[src/trx_pkg.sv]
package trx_pkg;
  localparam int unsigned DATA_W = 8;
  localparam int unsigned ROM_W = 14;
  localparam int unsigned ROM_AW = 11;
  localparam int unsigned PTR_W = 3;
  localparam int unsigned DATA_HIGH_W = 6;
  localparam int unsigned FADDR_W = 7;
  localparam int unsigned FILE_DEPTH = 128;
  localparam int unsigned PADDR_W = 10;
  localparam int unsigned CNT_W = 3;

  localparam logic [PADDR_W-1:0] ACCUM_OFF = 10'h000;
  localparam logic [PADDR_W-1:0] PTR_HIGH_OFF = 10'h004;
  localparam logic [PADDR_W-1:0] DATA_HIGH_OFF = 10'h008;
  localparam logic [PADDR_W-1:0] TMODE_OFF = 10'h00C;
  localparam logic [PADDR_W-1:0] STAT_OFF = 10'h010;
  localparam logic [PADDR_W-1:0] CMD_OFF = 10'h014;
  localparam int unsigned FILE_SEL_BIT = 9;
  localparam int unsigned WORD_LSB = 2;

  localparam int unsigned CMD_OP_LSB = 0;
  localparam int unsigned OP_W = 3;
  localparam int unsigned CMD_DEST_BIT = 3;
  localparam int unsigned CMD_FADDR_LSB = 8;
  localparam int unsigned CMD_IMM_LSB = 16;
  localparam int unsigned STAT_ZERO_BIT = 0;
  localparam int unsigned STAT_BUSY_BIT = 1;

  localparam int unsigned ROM_LO_MSB = 7;
  localparam int unsigned ROM_HI_LSB = 8;
  localparam int unsigned ROM_HI_MSB = 13;

  // one instruction cycle spans two pclk: operand fetch, then execute
  localparam int unsigned INST_PCLKS = 2;
  localparam int unsigned ONE_INST = 1;
  localparam int unsigned TABLE_INST = 2;
  localparam logic [CNT_W-1:0] ONE_LAST = CNT_W'(ONE_INST * INST_PCLKS - 1);
  localparam logic [CNT_W-1:0] TABLE_LAST = CNT_W'(TABLE_INST * INST_PCLKS - 1);
  localparam logic [CNT_W-1:0] CNT_ZERO = 3'h0;
  localparam logic [CNT_W-1:0] CNT_STEP = 3'h1;

  localparam logic [DATA_W-1:0] ACCUM_RST = 8'h00;
  localparam logic [DATA_W-1:0] TMODE_RST = 8'h00;
  localparam logic [PTR_W-1:0] PTR_HIGH_RST = 3'h0;
  localparam logic [DATA_HIGH_W-1:0] DATA_HIGH_RST = 6'h00;
  // value an exclusive-OR result is compared with for the zero flag
  localparam logic [DATA_W-1:0] ZERO_BYTE = 8'h00;
  localparam logic [31:0] RDATA_RST = 32'h0000_0000;

  typedef enum logic [OP_W-1:0] {
    OP_NOP,
    OP_TABLE,
    OP_MOVE_MODE,
    OP_XOR_FILE,
    OP_XOR_IMM
  } trx_op_e;

  typedef struct packed {
    trx_op_e op;
    logic dest;
    logic [FADDR_W-1:0] faddr;
    logic [DATA_W-1:0] imm;
  } trx_cmd_s;

  localparam trx_cmd_s CMD_RST = '{op: OP_NOP, dest: 1'b0, faddr: 7'h00, imm: 8'h00};
endpackage
[src/trx_exec.sv]
module trx_exec (
  input wire logic pclk, // clock, 50 MHz
  input wire logic presetn, // async reset, active low
  input wire logic psel, // apb select
  input wire logic penable, // apb enable
  input wire logic pwrite, // apb direction
  input wire logic [trx_pkg::PADDR_W-1:0] paddr, // apb byte address
  input wire logic [31:0] pwdata, // apb write data
  output logic [31:0] prdata, // apb read data
  output logic pready, // apb ready
  output logic pslverr, // apb error on unmapped address
  output logic [trx_pkg::ROM_AW-1:0] rom_addr, // program memory address
  input wire logic [trx_pkg::ROM_W-1:0] rom_data // program word, synchronous
);
  typedef enum logic {ST_IDLE, ST_EXEC} trx_state_e;

  function automatic logic is_mapped(input logic [trx_pkg::PADDR_W-1:0] a);
    is_mapped = a[trx_pkg::FILE_SEL_BIT] || a == trx_pkg::ACCUM_OFF
      || a == trx_pkg::PTR_HIGH_OFF || a == trx_pkg::DATA_HIGH_OFF || a == trx_pkg::TMODE_OFF
      || a == trx_pkg::STAT_OFF || a == trx_pkg::CMD_OFF;
  endfunction

  trx_state_e state_r, state_nxt;
  logic [trx_pkg::CNT_W-1:0] cnt_r, cnt_nxt;
  trx_pkg::trx_cmd_s cmd_r, cmd_nxt;
  logic [trx_pkg::DATA_W-1:0] accum_r, accum_nxt, tmode_r, tmode_nxt;
  logic [trx_pkg::PTR_W-1:0] ptr_high_r, ptr_high_nxt;
  logic [trx_pkg::DATA_HIGH_W-1:0] data_high_r, data_high_nxt;
  logic zero_r, zero_nxt;
  logic [trx_pkg::ROM_AW-1:0] rom_addr_r, rom_addr_nxt;
  logic done_r, done_nxt, idle_prev_r;
  logic [31:0] prdata_r, prdata_nxt;
  logic mem_we;
  logic [trx_pkg::FADDR_W-1:0] mem_waddr, mem_raddr, apb_idx;
  logic [trx_pkg::DATA_W-1:0] mem_wdata, mem_rdata, xor_res;
  logic busy, commit, wr_fire;
  trx_pkg::trx_cmd_s new_cmd;

  assign busy = state_r == ST_EXEC;
  assign commit = busy && cnt_r == trx_pkg::CNT_ZERO;
  assign apb_idx = paddr[trx_pkg::WORD_LSB +: trx_pkg::FADDR_W];
  // every access waits at least one cycle so that read data always comes from a flop
  assign pready = psel && penable && done_r;
  assign pslverr = pready && !is_mapped(paddr);
  assign wr_fire = pready && pwrite && is_mapped(paddr);
  assign prdata = prdata_r;
  assign rom_addr = rom_addr_r;
  assign new_cmd = '{op: trx_pkg::trx_op_e'(pwdata[trx_pkg::CMD_OP_LSB +: trx_pkg::OP_W]),
                     dest: pwdata[trx_pkg::CMD_DEST_BIT],
                     faddr: pwdata[trx_pkg::CMD_FADDR_LSB +: trx_pkg::FADDR_W],
                     imm: pwdata[trx_pkg::CMD_IMM_LSB +: trx_pkg::DATA_W]};
  assign xor_res = accum_r ^ (cmd_r.op == trx_pkg::OP_XOR_FILE ? mem_rdata : cmd_r.imm);

  // the engine owns the read port while busy; bus reads of the file wait it out
  assign mem_raddr = busy ? cmd_r.faddr : apb_idx;

  trx_file_mem u_file (
    .pclk(pclk),
    .we(mem_we),
    .waddr(mem_waddr),
    .wdata(mem_wdata),
    .raddr(mem_raddr),
    .rdata(mem_rdata)
  );

  always_comb begin
    state_nxt = state_r;
    cnt_nxt = cnt_r;
    cmd_nxt = cmd_r;
    accum_nxt = accum_r;
    tmode_nxt = tmode_r;
    ptr_high_nxt = ptr_high_r;
    data_high_nxt = data_high_r;
    zero_nxt = zero_r;
    rom_addr_nxt = rom_addr_r;
    mem_we = 1'b0;
    mem_waddr = apb_idx;
    mem_wdata = pwdata[trx_pkg::DATA_W-1:0];
    case (state_r)
      ST_IDLE: begin
        if (wr_fire) begin
          if (paddr[trx_pkg::FILE_SEL_BIT]) begin
            mem_we = 1'b1;
          end else if (paddr == trx_pkg::ACCUM_OFF) begin
            accum_nxt = pwdata[trx_pkg::DATA_W-1:0];
          end else if (paddr == trx_pkg::PTR_HIGH_OFF) begin
            ptr_high_nxt = pwdata[trx_pkg::PTR_W-1:0];
          end else if (paddr == trx_pkg::TMODE_OFF) begin
            tmode_nxt = pwdata[trx_pkg::DATA_W-1:0];
          end else if (paddr == trx_pkg::CMD_OFF && new_cmd.op != trx_pkg::OP_NOP) begin
            state_nxt = ST_EXEC;
            cmd_nxt = new_cmd;
            cnt_nxt = new_cmd.op == trx_pkg::OP_TABLE ?
              trx_pkg::TABLE_LAST : trx_pkg::ONE_LAST;
            rom_addr_nxt = {ptr_high_r, accum_r};
          end
        end
      end
      ST_EXEC: begin
        if (!commit) begin
          cnt_nxt = cnt_r - trx_pkg::CNT_STEP;
        end else begin
          state_nxt = ST_IDLE;
          case (cmd_r.op)
            trx_pkg::OP_TABLE: begin
              accum_nxt = rom_data[trx_pkg::ROM_LO_MSB:0];
              data_high_nxt = rom_data[trx_pkg::ROM_HI_MSB:trx_pkg::ROM_HI_LSB];
            end
            trx_pkg::OP_MOVE_MODE: begin
              accum_nxt = tmode_r;
            end
            trx_pkg::OP_XOR_FILE: begin
              zero_nxt = xor_res == trx_pkg::ZERO_BYTE;
              if (cmd_r.dest) begin
                mem_we = 1'b1;
                mem_waddr = cmd_r.faddr;
                mem_wdata = xor_res;
              end else begin
                accum_nxt = xor_res;
              end
            end
            trx_pkg::OP_XOR_IMM: begin
              accum_nxt = xor_res;
              zero_nxt = xor_res == trx_pkg::ZERO_BYTE;
            end
            default: begin
              accum_nxt = accum_r;
            end
          endcase
        end
      end
      default: begin
        state_nxt = ST_IDLE;
      end
    endcase
  end

  always_ff @(posedge pclk or negedge presetn) begin
    if (!presetn) begin
      state_r <= ST_IDLE;
      cnt_r <= trx_pkg::CNT_ZERO;
      cmd_r <= trx_pkg::CMD_RST;
      accum_r <= trx_pkg::ACCUM_RST;
      tmode_r <= trx_pkg::TMODE_RST;
      ptr_high_r <= trx_pkg::PTR_HIGH_RST;
      data_high_r <= trx_pkg::DATA_HIGH_RST;
      zero_r <= 1'b0;
      rom_addr_r <= '0;
    end else begin
      state_r <= state_nxt;
      cnt_r <= cnt_nxt;
      cmd_r <= cmd_nxt;
      accum_r <= accum_nxt;
      tmode_r <= tmode_nxt;
      ptr_high_r <= ptr_high_nxt;
      data_high_r <= data_high_nxt;
      zero_r <= zero_nxt;
      rom_addr_r <= rom_addr_nxt;
    end
  end

  // capture only after a full idle cycle, so the file read port saw the bus index
  always_comb begin
    done_nxt = done_r;
    prdata_nxt = prdata_r;
    if (pready) begin
      done_nxt = 1'b0;
    end else if (psel && penable && !busy && idle_prev_r) begin
      done_nxt = 1'b1;
      if (paddr[trx_pkg::FILE_SEL_BIT]) begin
        prdata_nxt = 32'(mem_rdata);
      end else if (paddr == trx_pkg::ACCUM_OFF) begin
        prdata_nxt = 32'(accum_r);
      end else if (paddr == trx_pkg::PTR_HIGH_OFF) begin
        prdata_nxt = 32'(ptr_high_r);
      end else if (paddr == trx_pkg::DATA_HIGH_OFF) begin
        prdata_nxt = 32'(data_high_r);
      end else if (paddr == trx_pkg::TMODE_OFF) begin
        prdata_nxt = 32'(tmode_r);
      end else if (paddr == trx_pkg::STAT_OFF) begin
        prdata_nxt = 32'({busy, zero_r});
      end else begin
        prdata_nxt = trx_pkg::RDATA_RST;
      end
    end
  end

  always_ff @(posedge pclk or negedge presetn) begin
    if (!presetn) begin
      done_r <= 1'b0;
      prdata_r <= trx_pkg::RDATA_RST;
      idle_prev_r <= 1'b0;
    end else begin
      done_r <= done_nxt;
      prdata_r <= prdata_nxt;
      idle_prev_r <= !busy;
    end
  end
endmodule

[src/trx_file_mem.sv]
module trx_file_mem (
  input wire logic pclk, // clock
  input wire logic we, // write strobe
  input wire logic [trx_pkg::FADDR_W-1:0] waddr, // write index
  input wire logic [trx_pkg::DATA_W-1:0] wdata, // write byte
  input wire logic [trx_pkg::FADDR_W-1:0] raddr, // read index
  output logic [trx_pkg::DATA_W-1:0] rdata // registered read byte
);
  logic [trx_pkg::DATA_W-1:0] mem_r [trx_pkg::FILE_DEPTH];

  // no reset: file registers hold no defined value until written
  always_ff @(posedge pclk) begin
    if (we) begin
      mem_r[waddr] <= wdata;
    end
    rdata <= mem_r[raddr];
  end
endmodule

[config.mk]
export PLATFORM = sky130hd
export DESIGN_NAME = trx_exec
export DESIGN_NICKNAME = d
export VERILOG_FILES = /design/src/trx_pkg.sv /design/src/trx_exec.sv /design/src/trx_file_mem.sv
export SDC_FILE = /design/constraint.sdc
export NUM_CORES = 2
export LEC_CHECK = 0
export BUFFER_PORTS_ARGS = -buffer_cell sky130_fd_sc_hd__buf_4
export CAP_MARGIN = 20
export CORE_ASPECT_RATIO = 1.2
export CORE_MARGIN = 2
export CORE_UTILIZATION = 55
export CTS_CLUSTER_DIAMETER = 60
export DETAILED_ROUTE_END_ITERATION = 10
export PLACE_DENSITY = 0.71
export SLEW_MARGIN = 30
export SYNTH_ARGS = -nofsm -noshare
export SYNTH_HDL_FRONTEND = slang
export SYNTH_SLANG_ARGS = --single-unit
[constraint.sdc]
create_clock -name pclk -period 13.5 [get_ports pclk]
set_clock_uncertainty 0.1 [all_clocks]
set_input_delay 0 -clock pclk [delete_from_list [all_inputs] [get_ports pclk]]
set_output_delay 0 -clock pclk [all_outputs]
set_load 0.01 [all_outputs]
==> flow_summary.toml <==
[cts]
clock_path_buffers = 3
cts_buffers = 105
cts_root_buf = "clkbuf_16"
clock_latency_ns = 0.69
htree_num_levels = 3
clkTransAtPathRegs_ns = 0.06
cts_tree = "built"
cts_setup_buffers = 0
cts-hold-fix-buffers = 80
cts.sinks = 1102
post_cts_resized = 0

[final_layout]
ff_latch_area_mm2 = 0.0327
num_antenna_cells = 0
fin_nets = 2706
syn_to_final_growth_pct = 13.2
drive_gt1_share_pct = 18.3
fill_cells = 5374
multiInputGateArea_mm2 = 0.0109

[floorplan]
start_util_pct = 55.6
die_y_um = 315
die-area_mm2 = 0.0827
pin_count = 106
die_x_um = 263
coreArea_mm2 = 0.0795
rows = 113

[worst_setup_path]
reg2regPathDepth = 9
crit_required_ns = 13.95
cp_top_family = "buffers and inverters"
rrSetupSlack_ns = 7.72
path_max_fanout = 60
cp_cell_sequence = "buf_4 -> mux2_8 -> buf_6 -> buf_4 -> mux4_2 -> a2111oi_0 -> nor3_1 -> o31ai_1 -> nand2_1"
slowest_stage = "a2111oi_0"
cp.depth = 9
worstSetupEndpointType = "register"
crit_path_start_kind = "register"
cpPeakStageDelay_ns = 0.93
critical_path_buf_inv_count = 3
arrival_ns = 6.22
cpMostUsedCell = "buf_4"
crit_type = "reg -> reg"

[sta]
grt_setup_unrepaired = "false"
holdWs_ns = 0.0246
timing.fmax_mhz = 173
hold_viol_final = 0
setup_violations = 0
relSlewSlack_pct = 25.2
drv_slew = 0
tightest_slew_ns = 1.11
tns_ns = 0
period_needed_ns = 5.78
timing.final.crit_share_pct = 42.8

[global_routing]
grt_antenna_before_repair = 1
overflow = 0
grt_pass1_vias = 24500
grt_pass1_wl_mm = 159
track_usage_pct = 26.3
grt_start_max_net_pins = 109

[detailed_routing]
drt_iter0_drc = 3047
drc = 0
drt-pass1-iter-count = 6
vias = 24300
post_drt_wl_per_cell_um = 28.8
ant_nets = 0
wl_mm = 109
vias_per_cell = 6.46

[synth]
synth_common_cells = "1,024 x edfxtp_1, 230 x mux2i_1, 155 x nand2_1"
yosys-top-cells-area = "edfxtp_1 70%, mux4_2 7.4%, mux2i_1 5.2%"
synth_top_area_share_pct = 69.5
muxShareOfSynthArea_pct = 14.1
ys_seq_area_share_pct = 73.9
synth_compound_area_share_pct = 5.43
ys.flop_type = "edfxtp_1"
synth-simple-area-share_pct = 4.17
synth_top_area_cell = "edfxtp_1"
yosys.area_share.adder_pct = 0.0566
syn-cell-area_mm2 = 0.0442
synth_most_common_cell = "edfxtp_1"
synth-edff-count = 1024
synth_top_family_by_area = "multiplexers"
synthXorXnorAreaFrac_pct = 0.158
ys_ff_latch = 1102
avgSynthCellArea_um2 = 17.8
yosysUniqueCellTypes = 58
ys_warn_count = 0
synthArstFlopShare_pct = 6.35
syn_inst = 2485

[power]
total_leakage_power_nw = 16.7
ir_drop_mv = 0.105
pwr_density_cell_mw_per_mm2 = 140

[run_status]
outcome = "completed"

[worst_hold_path]
hold_path_class = "in -> reg"
hold_path_depth = 3

[flow_run]
cap_viol_max_count = 0

[place]
place_congestion = 0.944
port_buffers = 72
dpl.hpwl_mm = 65.1
==> metal layers <==
layer | up-vias | global-route usage (%) | routed length, um
met2 | 1399 | 44.4 | 54400
li1 | 10300 | - | -
met3 | 244 | 4.59 | 9070
met4 | 0 | 11.0 | 4700
met5 | - | 0 | 0
met1 | 12400 | 34.2 | 40500
==> flip-flops by register name (all words and copies together) (netlist names), 3 cells and up <==
name,cells
accum_r,8
cmd_r,19
cnt_r,3
data_high_r,6
prdata,8
ptr_high_r,3
rom_addr,11
tmode_r,8
u_file.mem_r,1024
u_file.rdata,8
==> logic make-up (layout without fill, tap and decap cells) <==
group,Yosys count,count (layout)
flip-flops,1102,1102
multiplexers,434,434
AND/OR/NAND/NOR,419,419
AO/OA/AOI/OAI,334,334
buffers and inverters,185,408
XOR/XNOR,8,8
adder cells (fa/ha/maj),2,2
other,1,24
==> worst min-delay path, cell delays in order <==
cell and delay (ns):
dlygate4sd3_1 0.53, buf_4 0.10, mux2_2 0.13
==> cell type report <==
type                       count  share of cell area [%]
sequential                  1102                    65.3
multi-input combinational   1221                    21.7
clock buffer                 130                    5.60
timing repair buffer         196                    3.53
tap                         1035                    2.59
clock inverter                65                    1.18
inverter                      17                   0.128
==> final timing paths <==
path | from | end
max in group asynchronous | presetn | busy
hold reg to reg | rom_addr[9] | rom_addr[9]
setup reg to reg | busy | u_file.rdata[7]
min in group asynchronous | presetn | cmd_r[3]
hold / removal | rom_data[10] | data_high_r[2]
setup / recovery | busy | u_file.rdata[7]
==> through the flow <==
step	instance area [um2]	cells	power [mW]	worst slack (ns)	util [%]
finish	50000	3766	7.03	7.72	63.0
global route	50000	3766	7.20	7.60	63.0
CTS	50000	3765	7.04	7.56	62.9
detailed placement	45800	3490	4.19	7.64	57.6
global placement	45700	3487	4.18	7.69	57.5
floorplan	44300	2508	4.05	5.53	-
==> power by group <==
group | internal (mW) | total (mW) | switching, mW | leakage (nW)
Clock | 1.63 | 2.89 | 1.26 | 1.66
Combinational | 0.136 | 0.384 | 0.248 | 4.85
Sequential | 3.74 | 3.75 | 0.0115 | 10.2
Total | 5.51 | 7.03 | 1.51 | 16.7
==> layout by cell type (no fill, tap or decap), types with 8 or more instances in the layout <==
| cell type | instances |
|---|---|
| edfxtp_1 | 1024 |
| o21ai_0 | 24 |
| dlygate4sd3_1 | 79 |
| a221oi_1 | 8 |
| a21oi_1 | 69 |
| nand3b_1 | 9 |
| mux2i_1 | 228 |
| dfrtp_1 | 69 |
| a41oi_1 | 9 |
| and2_1 | 8 |
| clkinv_2 | 21 |
| mux2_2 | 57 |
| a211oi_1 | 17 |
| mux4_2 | 145 |
| bufinv_16 | 8 |
| clkbuf_16 | 107 |
| buf_4 | 108 |
| nand3_1 | 12 |
| a2111oi_0 | 9 |
| or3_1 | 8 |
| o31ai_1 | 8 |
| clkbuf_1 | 19 |
| o22ai_1 | 44 |
| nor4_1 | 10 |
| nand2_1 | 148 |
| nor3_1 | 29 |
| nor2b_1 | 9 |
| nand2b_1 | 12 |
| nor2_1 | 149 |
| inv_1 | 16 |
| conb_1 | 24 |
| a41o_1 | 8 |
| o221ai_1 | 97 |
| clkinv_1 | 27 |
| a31oi_1 | 9 |
| dfxtp_1 | 8 |
(Power assumes the default switching activity.)
